### config.mk
export PLATFORM = sky130hd
export DESIGN_NAME = qec_top
export DESIGN_NICKNAME = d
export VERILOG_FILES = /design/src/core/qec_decode.v /design/src/core/qec_top.v
export VERILOG_INCLUDE_DIRS = /design/src /design/src/core
export SDC_FILE = /design/constraint.sdc
export NUM_CORES = 1
export LEC_CHECK = 0
export ABC_CLOCK_PERIOD_IN_PS = 11100
export BUFFER_PORTS_ARGS = -buffer_cell sky130_fd_sc_hd__buf_2
export CAP_MARGIN = 10
export CELL_PAD_IN_SITES_DETAIL_PLACEMENT = 1
export CELL_PAD_IN_SITES_GLOBAL_PLACEMENT = 1
export CORE_ASPECT_RATIO = 1.5
export CORE_UTILIZATION = 48
export DETAILED_ROUTE_END_ITERATION = 8
export PLACE_DENSITY_LB_ADDON = 0.2
export SLEW_MARGIN = 20
export SYNTH_ARGS = -nofsm -noshare
export SYNTH_HDL_FRONTEND = slang
export SYNTH_SLANG_ARGS = --single-unit
### constraint.sdc
create_clock -name CLK -period 11.1 [get_ports CLK]
set_input_delay 2.22 -clock CLK [delete_from_list [all_inputs] [get_ports CLK]]
set_output_delay 2.22 -clock CLK [all_outputs]
set_load 0.05 [all_outputs]
### src/core/qec_map.vh
/*
 Register offsets, field positions and reset values of the quadrature
 encoder counter. Assumes a 32-bit classic Wishbone slave with byte addresses.
*/
// Overview of operation
// - Single, double or quadruple decode by mode.
// - Track phase gives direction, count up/down.
// - Optional skip of first pulse after reversal.
// - Two 32-bit latches, internal or external strobe.
// - Strobes synchronised before capturing count.
// - Mode register writable and readable by host.
// - Capture by two pins or strobe register.
// - Enabled external strobe raises interrupt.
// - Strobes active high, routed latch or interrupt.
// - Split mode runs two 16-bit counters.
// - Single mode third input is index.
// - Single mode fourth input is fault.
// - Reference input may drive reference logic.
// - Compare, interrupt, reference logic on count.
`ifndef QEC_MAP_VH
`define QEC_MAP_VH
`define QEC_ADDR_MODE      6'h00
`define QEC_ADDR_COUNT     6'h04
`define QEC_ADDR_LATCH0    6'h08
`define QEC_ADDR_LATCH1    6'h0C
`define QEC_ADDR_STROBE    6'h10
`define QEC_ADDR_COMPARE   6'h14
`define QEC_ADDR_STATUS    6'h18
`define QEC_ADDR_ENABLE    6'h1C
`define QEC_ADDR_CLEAR     6'h20
`define QEC_ADDR_LOAD      6'h24
`define QEC_ADDR_PINS      6'h28
`define QEC_MODE_RES_LSB   0
`define QEC_MODE_HYST      2
`define QEC_MODE_SPLIT     3
`define QEC_MODE_L0_EXT    4
`define QEC_MODE_L1_EXT    5
`define QEC_MODE_SA_IRQ    6
`define QEC_MODE_SB_IRQ    7
`define QEC_MODE_REF_EN    8
`define QEC_MODE_IDX_EN    9
`define QEC_MODE_OUT       10
`define QEC_MODE_WIDTH     11
`define QEC_MODE_RESET     11'h000
`define QEC_RES_SINGLE     2'h0
`define QEC_RES_DOUBLE     2'h1
`define QEC_RES_QUAD       2'h2
`define QEC_ST_STRB_A      0
`define QEC_ST_STRB_B      1
`define QEC_ST_CMP         2
`define QEC_ST_INDEX       3
`define QEC_ST_FAULT       4
`define QEC_ST_REF         5
`define QEC_ST_ILLEGAL     6
`define QEC_ST_WIDTH       7
`endif

### src/core/qec_decode.v
/*
 Quadrature decoder for one pair of encoder tracks.
 Assumes the track inputs are already synchronised to CLK.
*/
`include "qec_map.vh"
`timescale 1ns/10ps
`default_nettype none
module qec_decode (
	input  wire       CLK,
	input  wire       RST,
	input  wire       trk_a,
	input  wire       trk_b,
	input  wire [1:0] res,
	input  wire       hyst,
	output reg        step,
	output reg        up,
	output reg        illegal
);
	reg  [1:0] prev;
	reg        last_dir;
	reg        have_dir;
	wire [1:0] cur = {trk_a, trk_b};
	wire       chg_a = trk_a ^ prev[1];
	wire       chg_b = trk_b ^ prev[0];
	reg        dir;
	reg        take;

	// Forward when B follows A, derived from the phase relation.
	always @* begin
		dir = chg_a ? (trk_a ^ trk_b) : ~(trk_a ^ trk_b);
		case (res)
		`QEC_RES_SINGLE: take = chg_a & trk_a & ~trk_b | chg_a & ~trk_a & ~trk_b & ~dir;
		`QEC_RES_DOUBLE: take = chg_a;
		default:         take = chg_a | chg_b;
		endcase
		if (chg_a & chg_b) begin
			take = 1'b0;
		end
	end

	always @(posedge CLK or posedge RST) begin
		if (RST) begin
			prev     <= 2'h0;
			last_dir <= 1'b0;
			have_dir <= 1'b0;
			step     <= 1'b0;
			up       <= 1'b0;
			illegal  <= 1'b0;
		end else begin
			prev    <= cur;
			illegal <= chg_a & chg_b;
			up      <= dir;
			step    <= 1'b0;
			if (take) begin
				have_dir <= 1'b1;
				last_dir <= dir;
				if (!(hyst && have_dir && dir != last_dir)) begin
					step <= 1'b1;
				end
			end
		end
	end
endmodule
`default_nettype wire

### src/core/qec_top.v
/*
 Quadrature encoder counter with latches, compare, reference and interrupt logic.
 Assumes a classic Wishbone master on CLK and asynchronous field pins.
*/
`include "qec_map.vh"
`timescale 1ns/10ps
`default_nettype none
module qec_top (
	input  wire        CLK,
	input  wire        RST,
	input  wire        WB_CYC_I,
	input  wire        WB_STB_I,
	input  wire        WB_WE_I,
	input  wire [5:0]  WB_ADR_I,
	input  wire [3:0]  WB_SEL_I,
	input  wire [31:0] WB_DAT_I,
	output reg  [31:0] WB_DAT_O,
	output reg         WB_ACK_O,
	input  wire        TRACK_A,
	input  wire        TRACK_B,
	input  wire        TRACK_C,
	input  wire        TRACK_D,
	input  wire        REF_IN,
	input  wire        CAPTURE_PIN_FIRST,
	input  wire        CAPTURE_PIN_SECOND,
	output reg         GENERAL_OUTPUT,
	output wire        IRQ
);
	reg  [1:0]  s0, s1, s2, s3, s4, s5, s6;
	wire [6:0]  pin_sync = {s6[1], s5[1], s4[1], s3[1], s2[1], s1[1], s0[1]};
	reg  [6:0]  pin_last;
	wire [6:0]  pin_rise = pin_sync & ~pin_last;
	reg  [`QEC_MODE_WIDTH-1:0] mode;
	reg  [31:0] count;
	reg  [31:0] latch0;
	reg  [31:0] latch1;
	reg  [31:0] compare;
	reg  [31:0] load_val;
	reg  [`QEC_ST_WIDTH-1:0] status;
	reg  [`QEC_ST_WIDTH-1:0] irq_en;
	reg  [31:0] next_count;
	reg  [`QEC_ST_WIDTH-1:0] event_set;
	wire        split = mode[`QEC_MODE_SPLIT];
	wire        step0, up0, ill0, step1, up1, ill1;
	wire        wr = WB_CYC_I & WB_STB_I & WB_WE_I & ~WB_ACK_O;
	wire        rd = WB_CYC_I & WB_STB_I & ~WB_WE_I & ~WB_ACK_O;
	wire        wr_strobe = wr & (WB_ADR_I == `QEC_ADDR_STROBE);
	wire        wr_clear = wr & (WB_ADR_I == `QEC_ADDR_CLEAR);
	wire        wr_load = wr & (WB_ADR_I == `QEC_ADDR_LOAD);
	wire        strb_a = pin_rise[4];
	wire        strb_b = pin_rise[5];
	wire        index_rise = pin_rise[2] & ~split & mode[`QEC_MODE_IDX_EN];
	wire        ref_rise = pin_rise[6] & mode[`QEC_MODE_REF_EN];
	wire        cap0;
	wire        cap1;
	reg  [31:0] merged;
	integer     i;

	// Two flip-flops on every field pin before any logic looks at it.
	always @(posedge CLK or posedge RST) begin
		if (RST) begin
			s0 <= 2'h0;
			s1 <= 2'h0;
			s2 <= 2'h0;
			s3 <= 2'h0;
			s4 <= 2'h0;
			s5 <= 2'h0;
			s6 <= 2'h0;
			pin_last <= 7'h00;
		end else begin
			s0 <= {s0[0], TRACK_A};
			s1 <= {s1[0], TRACK_B};
			s2 <= {s2[0], TRACK_C};
			s3 <= {s3[0], TRACK_D};
			s4 <= {s4[0], CAPTURE_PIN_FIRST};
			s5 <= {s5[0], CAPTURE_PIN_SECOND};
			s6 <= {s6[0], REF_IN};
			pin_last <= pin_sync;
		end
	end

	qec_decode u_dec0 (
		.CLK     (CLK),
		.RST     (RST),
		.trk_a   (pin_sync[0]),
		.trk_b   (pin_sync[1]),
		.res     (mode[`QEC_MODE_RES_LSB+1:`QEC_MODE_RES_LSB]),
		.hyst    (mode[`QEC_MODE_HYST]),
		.step    (step0),
		.up      (up0),
		.illegal (ill0)
	);

	qec_decode u_dec1 (
		.CLK     (CLK),
		.RST     (RST),
		.trk_a   (pin_sync[2]),
		.trk_b   (pin_sync[3]),
		.res     (mode[`QEC_MODE_RES_LSB+1:`QEC_MODE_RES_LSB]),
		.hyst    (mode[`QEC_MODE_HYST]),
		.step    (step1),
		.up      (up1),
		.illegal (ill1)
	);

	// Strobe routing: an external strobe feeds a latch or the interrupt logic.
	assign cap0 = mode[`QEC_MODE_L0_EXT] ? (strb_a & ~mode[`QEC_MODE_SA_IRQ]) : wr_strobe & WB_DAT_I[0];
	assign cap1 = mode[`QEC_MODE_L1_EXT] ? (strb_b & ~mode[`QEC_MODE_SB_IRQ]) : wr_strobe & WB_DAT_I[1];

	// Counting; split mode keeps two independent 16-bit halves.
	always @* begin
		next_count = count;
		if (split) begin
			if (step0) begin
				next_count[15:0] = up0 ? count[15:0] + 16'h0001 : count[15:0] - 16'h0001;
			end
			if (step1) begin
				next_count[31:16] = up1 ? count[31:16] + 16'h0001 : count[31:16] - 16'h0001;
			end
		end else if (step0) begin
			next_count = up0 ? count + 32'h00000001 : count - 32'h00000001;
		end
		if (index_rise | ref_rise) begin
			next_count = 32'h00000000;
		end
		if (wr_load) begin
			next_count = load_val;
		end
	end

	always @* begin
		event_set = {`QEC_ST_WIDTH{1'b0}};
		event_set[`QEC_ST_STRB_A] = strb_a & mode[`QEC_MODE_SA_IRQ];
		event_set[`QEC_ST_STRB_B] = strb_b & mode[`QEC_MODE_SB_IRQ];
		event_set[`QEC_ST_CMP] = (next_count == compare) & (next_count != count);
		event_set[`QEC_ST_INDEX] = index_rise;
		event_set[`QEC_ST_FAULT] = pin_rise[3] & ~split;
		event_set[`QEC_ST_REF] = ref_rise;
		event_set[`QEC_ST_ILLEGAL] = ill0 | (ill1 & split);
	end

	always @(posedge CLK or posedge RST) begin
		if (RST) begin
			mode     <= `QEC_MODE_RESET;
			count    <= 32'h00000000;
			latch0   <= 32'h00000000;
			latch1   <= 32'h00000000;
			compare  <= 32'h00000000;
			load_val <= 32'h00000000;
			status   <= {`QEC_ST_WIDTH{1'b0}};
			irq_en   <= {`QEC_ST_WIDTH{1'b0}};
			GENERAL_OUTPUT <= 1'b0;
		end else begin
			count <= next_count;
			GENERAL_OUTPUT <= mode[`QEC_MODE_OUT];
			if (cap0) begin
				latch0 <= count;
			end
			if (cap1) begin
				latch1 <= count;
			end
			// A set in the same cycle as a clear wins.
			for (i = 0; i < `QEC_ST_WIDTH; i = i + 1) begin
				if (event_set[i] & irq_en[i]) begin
					status[i] <= 1'b1;
				end else if (wr_clear & WB_DAT_I[i]) begin
					status[i] <= 1'b0;
				end
			end
			if (wr) begin
				case (WB_ADR_I)
				`QEC_ADDR_MODE: begin
					mode <= WB_DAT_I[`QEC_MODE_WIDTH-1:0];
				end
				`QEC_ADDR_COMPARE: begin
					compare <= WB_DAT_I;
				end
				`QEC_ADDR_ENABLE: begin
					irq_en <= WB_DAT_I[`QEC_ST_WIDTH-1:0];
				end
				`QEC_ADDR_LOAD: begin
					load_val <= WB_DAT_I;
				end
				default: begin
					irq_en <= irq_en;
				end
				endcase
			end
		end
	end

	always @* begin
		merged = 32'h00000000;
		case (WB_ADR_I)
		`QEC_ADDR_MODE:    merged[`QEC_MODE_WIDTH-1:0] = mode;
		`QEC_ADDR_COUNT:   merged = count;
		`QEC_ADDR_LATCH0:  merged = latch0;
		`QEC_ADDR_LATCH1:  merged = latch1;
		`QEC_ADDR_COMPARE: merged = compare;
		`QEC_ADDR_STATUS:  merged[`QEC_ST_WIDTH-1:0] = status;
		`QEC_ADDR_ENABLE:  merged[`QEC_ST_WIDTH-1:0] = irq_en;
		`QEC_ADDR_PINS:    merged[6:0] = pin_sync;
		default:           merged = 32'h00000000;
		endcase
	end

	// Every access is acknowledged one cycle after it is presented.
	always @(posedge CLK or posedge RST) begin
		if (RST) begin
			WB_ACK_O <= 1'b0;
			WB_DAT_O <= 32'h00000000;
		end else begin
			WB_ACK_O <= WB_CYC_I & WB_STB_I & ~WB_ACK_O;
			if (rd) begin
				WB_DAT_O <= merged;
			end
		end
	end

	assign IRQ = |(status & irq_en);
endmodule
`default_nettype wire

==> results of run 1 <==
cells in the mapped netlist, drive strengths merged (23+ instances only):
cell type and instances:
inv 62, a31oi 23, mux2 120, nor2 78, a21o 23, a222oi 23
a22o 44, nand4 39, buf 27, xnor2 33, nand2 254, a21oi 81
ha 49, clkbuf 85, o21ai 102, nand3 45, nor3 24, nand2b 24
dfrtp 250
logic make-up after synthesis:
kind of cell,share of synthesized area [%]
and+or+nand+nor,17.5
adders and majority gates,4.08
muxes,9.68
DFF,39.1
xor gates and xnor gates,2.79
buffers and inverters,4.40
AOI/OAI and AO/OA,22.5
stage by stage:
step                      instance area (sq um)  std cells  utilization (%)
after floorplan                           16000       1749                -
after CTS                                 17500       2204             53.6
final                                     17600       2205             53.6
after detailed placement                  16700       2160             51.1
after global routing                      17600       2205             53.6
after global placement                    16700       2160             51.1
critical path: cells and delay by family:
kind,cells,cell delay [ns]
buf+inv,3,1.23
compound gates,4,0.98
xor+xnor,1,0.16
simple gates,5,1.79
layer usage:
metal | GRT usage, % | up-vias | part of all wire [%]
met2 | 64.9 | 611 | 49
met1 | 44.8 | 7616 | 37
met4 | 27.6 | 0 | 8.1
met5 | 0 | - | 0
met3 | 4.34 | 226 | 5.5
li1 | - | 6608 | -
state kept, by name, indices dropped and copies added, names as in the netlist, 2 cells and up:
| name | count |
|---|---|
| status | 7 |
| load_val | 32 |
| s0 | 2 |
| latch0 | 32 |
| pin_last | 5 |
| s4 | 2 |
| s1 | 2 |
| latch1 | 32 |
| s6 | 2 |
| compare | 32 |
| s3 | 2 |
| s5 | 2 |
| mode | 11 |
| count | 32 |
| s2 | 2 |
| WB_DAT_O | 32 |
| irq_en | 7 |
path summary, 6_finish.rpt:
check	start	end	slack (ns)	depth (start not counted)
setup / recovery	WB_ADR_I[2]	status[2]	5.10	13
hold / removal	s2[0]	s2[1]	0.35	0
setup reg to reg	u_dec0.up	status[2]	5.79	13
hold reg to reg	s2[0]	s2[1]	0.35	0
max in group asynchronous	RST	WB_DAT_O[10]	7.77	3
min in group asynchronous	RST	latch0[16]	1.85	2
power by group:
group	switching, mW	internal, mW	total (mW)
clock network	0.378	0.456	0.834
logic	1.35	0.763	2.11
registers	0.312	1.04	1.36
final cells by class:
| type | count | area (sq um) |
|---|---|---|
| sequential | 250 | 6260 |
| tap | 415 | 519 |
| fill | 3767 | 15200 |
| timing repair buffer | 109 | 614 |
| inverter | 64 | 248 |
| clock buffer | 31 | 708 |
| multi-input combinational | 1323 | 9120 |
| clock inverter | 13 | 91.3 |
==> flow_summary.yaml, run 1 <==
status:
  status: "complete, no violations"
sta:
  hold_ws_ns: 0.349
  fin_crit_sh_pct: 54.0
  timing.fmax_mhz: 167
  tightestPinTransition_ns: 1.28
  clock_skew_ns: 0.00844
  setup_viol: 0
  slew_violations: 0
  hold_viol_final: 0
  min_period_ns: 6.00
  maxSlewHeadroom_pct: 13.8
  fin_ws_ns: 5.10
  final.setup.tns_ns: 0
  rsz0062_at_grt: "false"
detailed_routing:
  wl_per_cell_um: 29.0
  routed-via-count: 15100
  vias_per_cell: 6.83
  drc_errors: 0
  final_antenna_net_count: 0
  wirelength_mm: 64.0
  initialDrtViolationCount: 1106
  drtPass1Iterations: 6
synth:
  synthArstFlopShare_pct: 100
  synthCells: 1749
  synth_area_leaders: "dfrtp_1 39%, mux2_2 8.4%, nand2_1 5.9%"
  ys.warnings.count: 0
  seq_area_frac_synth_pct: 39.1
  synth_nets: 1854
  synth_top_area_share_pct: 39.1
  synth_edf_count: 0
  synth_area_sq_um: 16000
  ys_types: 86
  synth_top_area_cell: "dfrtp_1"
  synth-seq-cells: 250
  synth_area_per_cell_sq_um: 9.16
  ys.flop_type: "dfrtp_1"
clock_tree:
  cts_resized: 0
  hold_buffers: 0
  cts_tree: "built"
  cts_buffer_depth: 3
  cts_sinks: 250
  root_buffer: "clkbuf_16"
  cts_setup_buffers: 0
  clk_pin_slew_ns: 0.07
  cts_made_buffers: 24
  clkLatencyLatePin_ns: 0.53
  htree_levels: 1
die:
  die_x_um: 151
  std_cell_rows: 81
  start_util_pct: 48.9
  die_height_um: 226
  io_pins: 89
  coreArea_sq_um: 32700
  fp.dieArea_sq_um: 34100
critical_path:
  crit_top_cell: "buf_4"
  criticalPathCategory: "input pin to flip-flop"
  cp_max_fo: 51
  cpMaxStageDelayCell: "buf_4"
  worst_path_largest_cell_delay_ns: 0.55
  cp.required_ns: 11.51
  arrival_ns: 6.40
  path_cells: "buf_2, nor2b_1, and3_2, buf_4, buf_4, o41ai_1, a221oi_1, nand2_4, xnor2_1, a2111oi_2, or4b_1, nor4_1, a21oi_1"
  crit_path_end_kind: "flip-flop"
  setup.worst_path.start_class: "input pin"
finish:
  final_cell_mix: "253 x nand2_1, 249 x dfrtp_1, 120 x mux2_2"
  antenna_cells: 0
  layout.nets: 1877
  drive_gt1_share_pct: 17.2
  area_delta_synth_final_pct: 9.59
  final_common_cell: "nand2_1"
global_route:
  grt_max_degree: 122
  grt-ovfl-total: 0
  grt_util_all_layers_pct: 38.4
  grt_pass1_wl_mm: 96.7
  antenna_found_initial: 0
  grt_pass1_vias: 15800
placement:
  place_congestion: 0.996
  port_buffers: 84
  pre_cts_slack_ns: 4.68
  post-dp-hpwl_mm: 48.0
run:
  maxCapViolCount: 0
min_path:
  hold_path_class: "flip-flop to flip-flop"
power_and_ir_drop:
  ir_drop_v: 0.000188
  total_power_mw: 4.30
  p_leak_nw: 7.93
  cellPowerDensity_nw_per_um2: 245
Note: power is estimated with default switching activity, not from simulation.
==> run 2: changes to the inputs <==
- ABC_CLOCK_PERIOD_IN_PS: 11100 -> 4800
- CORE_UTILIZATION: 48 -> 44
- clock period: 11.1 -> 4.8 ns (I/O delays scaled with it)
==> run 2 against run 1 <==
  * Final cell count up 6.1%
  * Utilization down 2.7 points
  * Largest cell class unchanged
  * Cell area up 4.0%
  * Clock power up 150%
  * Highest routed layer unchanged
  * Worst hold slack about the same
  * Global-route usage down 2.0 points
  * Setup slack worse by 4.9 ns
  * Count of clock-buffer cells in the layout down 1
  * Non-clock buffer count up 71
  * Combinational power rose to 2.6 times the previous value
  * Largest power group unchanged
==> flow_summary.yaml, run 2 (same netlist as run 1, synthesis figures left out) <==
finish:
  regArea_sq_um: 6260
  fillCellCount: 4148
  area_delta_synth_final_pct: 14.0
  antenna_cells: 0
  final_util_pct: 51.0
  drive_gt1_share_pct: 20.1
  final_common_cell: "nand2_1"
  final_cell_mix: "253 x nand2_1, 249 x dfrtp_1, 120 x mux2_2"
  multi_input_area_sq_um: 9130
  layout.nets: 1948
  instances_no_fill: 2339
sta:
  maxSlewHeadroom_pct: 22.0
  hold_viol_final: 0
  final.setup.tns_ns: 0
  setup_viol: 0
  timing.fmax_mhz: 219
  clock_skew_ns: 0.0165
  slew_violations: 0
  rsz0062_at_grt: "false"
  min_period_ns: 4.57
  tightestPinTransition_ns: 1.16
  fin_crit_sh_pct: 95.3
die:
  io_pins: 89
  start_util_pct: 44.7
  die_x_um: 158
  coreArea_sq_um: 35800
  fp.dieArea_sq_um: 37200
  die_height_um: 236
  std_cell_rows: 85
power_and_ir_drop:
  p_leak_nw: 8.31
  cellPowerDensity_nw_per_um2: 573
  ir_drop_v: 0.000333
detailed_routing:
  initialDrtViolationCount: 1218
  drtPass1Iterations: 6
  routed-via-count: 15300
  wirelength_mm: 66.2
  vias_per_cell: 6.56
  wl_per_cell_um: 28.3
  drc_errors: 0
  final_antenna_net_count: 0
critical_path:
  arrival_ns: 5.01
  cp_max_fo: 31
  cp.required_ns: 5.24
  crit_path_end_kind: "flip-flop"
  criticalPathCategory: "flip-flop to flip-flop"
  setup.worst_path.start_class: "flip-flop"
clock_tree:
  cts_setup_buffers: 0
  hold_buffers: 0
  cts_tree: "built"
  cts_sinks: 250
  clk_pin_slew_ns: 0.07
  cts_made_buffers: 24
  clkLatencyLatePin_ns: 0.55
  cts_buffer_depth: 3
  htree_levels: 1
  cts_resized: 0
  root_buffer: "clkbuf_16"
global_route:
  grt_pass1_vias: 16000
  grt_max_degree: 111
  grt-ovfl-total: 0
  grt_pass1_wl_mm: 99.8
  grt_util_all_layers_pct: 36.4
  antenna_found_initial: 0
placement:
  place_congestion: 1.01
  post-dp-hpwl_mm: 50.7
  port_buffers: 84
  dp_cells: 2294
status:
  status: "complete, no violations"
run:
  maxCapViolCount: 0
min_path:
  hold_path_class: "flip-flop to flip-flop"
run 2: changes by cell type in the layout (fill, tap and decap cells not counted), moves of 3 or more:
cell,delta
buf_12,+4
buf_4,+67
bufinv_16,+4
clkbuf_1,+4
clkbuf_8,-5
clkinvlp_4,-3
run 2: per-stage QoR:
stage	worst slack (ns)	instance area [sq um]	total power, mW	hold WS (ns)
after global placement	0.366	17400	8.15	0.332
after global routing	0.0620	18300	11.0	0.353
after CTS	0.302	18300	10.4	0.353
after floorplan	0.552	16000	6.18	0.331
after detailed placement	0.322	17400	8.29	0.337
final	0.226	18300	10.5	0.349
run 2: worst paths after layout:
path	start	to	slack (ns)	cells after the start
max	u_dec0.up	status[2]	0.23	15
max reg2reg	u_dec0.up	status[2]	0.23	15
max in group asynchronous	RST	count[21]	3.49	3
min reg2reg	s6[0]	s6[1]	0.35	0
min	s6[0]	s6[1]	0.35	0
min in group asynchronous	RST	WB_DAT_O[27]	0.56	3
run 2: routing by layer:
metal	track usage (%)	vias to the layer above	share of wire [%]
li1	-	6747	-
met1	42.7	7798	38
met2	61.7	589	50
met3	4.07	215	5.0
met4	24.5	0	7.8
met5	0	-	0
run 2: report_power, final:
group | switching, mW | total, mW | internal [mW] | leakage [nW]
Clock | 0.883 | 2.08 | 1.19 | 0.413
Combinational | 3.44 | 5.49 | 2.06 | 4.67
Sequential | 0.484 | 2.91 | 2.42 | 3.23
run 2: critical path: stages (launching register included):
cell      delay (ns)
dfrtp_1         0.46
inv_1           0.11
buf_12          0.18
ha_1            0.49
nand4_1         0.28
nor2_1          0.18
a21boi_0        0.58
o211ai_1        0.23
o211ai_1        0.16
mux2_2          0.37
a22oi_1         0.16
o221ai_1        0.15
or4b_1          0.62
nor4_1          0.28
buf_4           0.17
a21oi_1         0.04
run 2: final cells by class:
| class | instances | share of cell area (%) |
|---|---|---|
| multi-input cells | 1323 | 50.0 |
| clock buffers | 30 | 3.58 |
| flip-flops and latches | 250 | 34.3 |
| repair buffers | 180 | 6.56 |
| well taps | 478 | 3.27 |
| inverters | 64 | 1.34 |
| clock inverters | 14 | 1.01 |
==> run 3: changes to the inputs <==
- ABC_AREA: unset -> 1
- CAP_MARGIN: 10 -> 20
- CORE_UTILIZATION: 44 -> 41
==> run 3 against run 2 <==
  * Utilization is 4.3 points lower
  * Flip-flop and latch count stayed put
  * Critical path type unchanged
  * Via count is 3.3% lower
  * Clock power is 3% higher
  * Sequential share of layout area is 2.2 points higher
==> flow_summary.yaml, run 3 <==
status:
  status: "complete, no violations"
finish:
  final_common_cell: "nand2_1"
  fillCellCount: 4728
  regArea_sq_um: 6260
  antenna_cells: 0
  final_cell_mix: "671 x nand2_1, 312 x inv_1, 250 x dfrtp_1"
  multi_input_area_sq_um: 7530
  final_cell_area_sq_um: 17100
  area_delta_synth_final_pct: 12.6
  instances_no_fill: 2732
  layout.nets: 2338
  drive_gt1_share_pct: 9.52
sta:
  timing.fmax_mhz: 257
  final.setup.tns_ns: 0
  tightestPinTransition_ns: 1.12
  maxSlewHeadroom_pct: 25.2
  clock_skew_ns: 0.0171
  fin_crit_sh_pct: 81.0
  min_period_ns: 3.89
  rsz0062_at_grt: "false"
  setup_viol: 0
  fin_ws_ns: 0.912
  hold_viol_final: 0
  slew_violations: 0
global_route:
  grt_max_degree: 126
  grt_pass1_vias: 15700
  grt_pass1_wl_mm: 86.8
  grt_util_all_layers_pct: 29.7
  antenna_found_initial: 0
  grt-ovfl-total: 0
synth:
  synth-seq-cells: 250
  synth_edf_count: 0
  synthCells: 2155
  seq_area_frac_synth_pct: 41.1
  synth_nets: 2260
  synthArstFlopShare_pct: 100
  synth_area_per_cell_sq_um: 7.06
  synth_top_area_cell: "dfrtp_1"
  synth_common_cells: "673 x nand2_1, 313 x inv_1, 250 x dfrtp_1, 164 x o21ai_0, 153 x nand3_1"
  ys.warnings.count: 0
  synth_top_area_share_pct: 41.1
  ys.flop_type: "dfrtp_1"
  synth_area_leaders: "dfrtp_1 41%, nand2_1 17%, inv_1 7.7%"
  synth.most_common_cell: "nand2_1"
  synth_area_sq_um: 15200
  ys_types: 42
die:
  die_x_um: 159
  coreArea_sq_um: 36700
  std_cell_rows: 86
  io_pins: 89
  die_height_um: 238
  fp.dieArea_sq_um: 37900
  start_util_pct: 41.5
placement:
  place_congestion: 0.920
  post-dp-hpwl_mm: 42.0
  port_buffers: 84
  postPlaceCellArea_sq_um: 16300
  pre_cts_slack_ns: 0.979
  dp_cells: 2690
critical_path:
  setup.worst_path.start_class: "flip-flop"
  cp_max_fo: 17
  r2r_slack_ns: 0.91
  rr_worst_depth: 21
  arrival_ns: 4.32
  cp.required_ns: 5.23
  crit_path_end_kind: "flip-flop"
  rr_startpoint: "u_dec0.up"
  criticalPathCategory: "flip-flop to flip-flop"
  reg2reg_to: "status[2]"
clock_tree:
  hold_buffers: 0
  cts_buffer_depth: 3
  cts_made_buffers: 25
  clkLatencyLatePin_ns: 0.54
  cts_tree: "built"
  clk_pin_slew_ns: 0.07
  cts_sinks: 250
  root_buffer: "clkbuf_16"
  cts_setup_buffers: 0
  cts_resized: 0
  htree_levels: 1
power_and_ir_drop:
  p_leak_nw: 8.73
  ir_drop_v: 0.000290
  cellPowerDensity_nw_per_um2: 554
  total_power_mw: 9.49
run:
  maxCapViolCount: 0
min_path:
  hold_path_class: "input pin to async pin"
detailed_routing:
  vias_per_cell: 5.43
  wl_per_cell_um: 20.4
  wirelength_mm: 55.6
  routed-via-count: 14800
  drc_errors: 0
  final_antenna_net_count: 0
  drtPass1Iterations: 5
  initialDrtViolationCount: 861
-- run 3: cell count changes after synthesis, sizes merged, moves of 41 or more --
cell   previous run  this run
a21oi            81       133
a22o             44         3
inv              62       317
mux2            120        12
nand2           254       691
nand3            45       156
nor2             78       157
o21ai           102       167
-- run 3: cell type report --
type | count | area share, %
Tap cell | 484 | 3.53
Timing Repair Buffer | 113 | 3.87
Sequential cell | 250 | 36.5
Clock buffer | 31 | 3.90
Multi-Input combinational cell | 1522 | 43.9
Inverter | 321 | 7.05
Clock inverter | 11 | 1.20
-- run 3: worst max-delay path: stages, from the launching register on --
cell	delay [ns]
dfrtp_1	0.40
inv_1	0.56
buf_4	0.35
ha_1	0.33
nand2_1	0.21
nor2_1	0.14
nand2_1	0.12
inv_1	0.06
a21oi_1	0.35
nand2_1	0.09
nand2_1	0.06
nand3_1	0.11
nand2_1	0.14
nand3_2	0.15
nand2_2	0.13
nand2_1	0.06
nand2_1	0.08
nand3_1	0.06
nor2_1	0.11
nand4_1	0.09
nand2_1	0.11
nand2_1	0.05
-- run 3: cell families after synthesis --
family                     count (synthesis)  share of synthesized area [%]
muxes                                     12                          0.888
and+or+nand+nor                         1057                           28.9
buffers and inverters                    383                           9.64
DFF                                      250                           41.1
xor gates and xnor gates                  24                           1.38
AOI/OAI and AO/OA                        378                           13.8
adders and majority gates                 51                           4.29
-- run 3: metrics by stage --
stage               util (%)  hold WS (ns)
finish                  46.7         0.347
detailed placement      44.3         0.339
global placement        44.3         0.333
global route            46.7         0.352
floorplan                  -         0.331
CTS                     46.7         0.328
-- run 3: report_power, final --
| group | total, mW | internal (mW) | switching [mW] |
|---|---|---|---|
| Sequential | 2.93 | 2.44 | 0.491 |
| Clock | 2.14 | 1.26 | 0.880 |
| Combinational | 4.42 | 1.41 | 3.01 |
-- run 3: per-layer routing --
| metal | wire [um] | GRT usage [%] | share of wire [%] | vias up |
|---|---|---|---|---|
| met2 | 28600 | 54.9 | 51 | 321 |
| met3 | 1700 | 2.24 | 3.1 | 124 |
| met4 | 2550 | 13.8 | 4.6 | 0 |
| met1 | 22800 | 34.7 | 41 | 7331 |
| met5 | 0 | 0 | 0 | - |
| li1 | - | - | - | 7072 |
-- run 3: worst max path at each step --
stage / start / endpoint / slack [ns]
after global placement: u_dec0.up / status[2] / 1.04
after detailed placement: u_dec0.up / status[2] / 0.98
after global routing: u_dec0.up / status[2] / 0.62
after CTS: u_dec0.up / status[2] / 0.94
final: u_dec0.up / status[2] / 0.91
after floorplan: RST / GENERAL_OUTPUT / 0.55
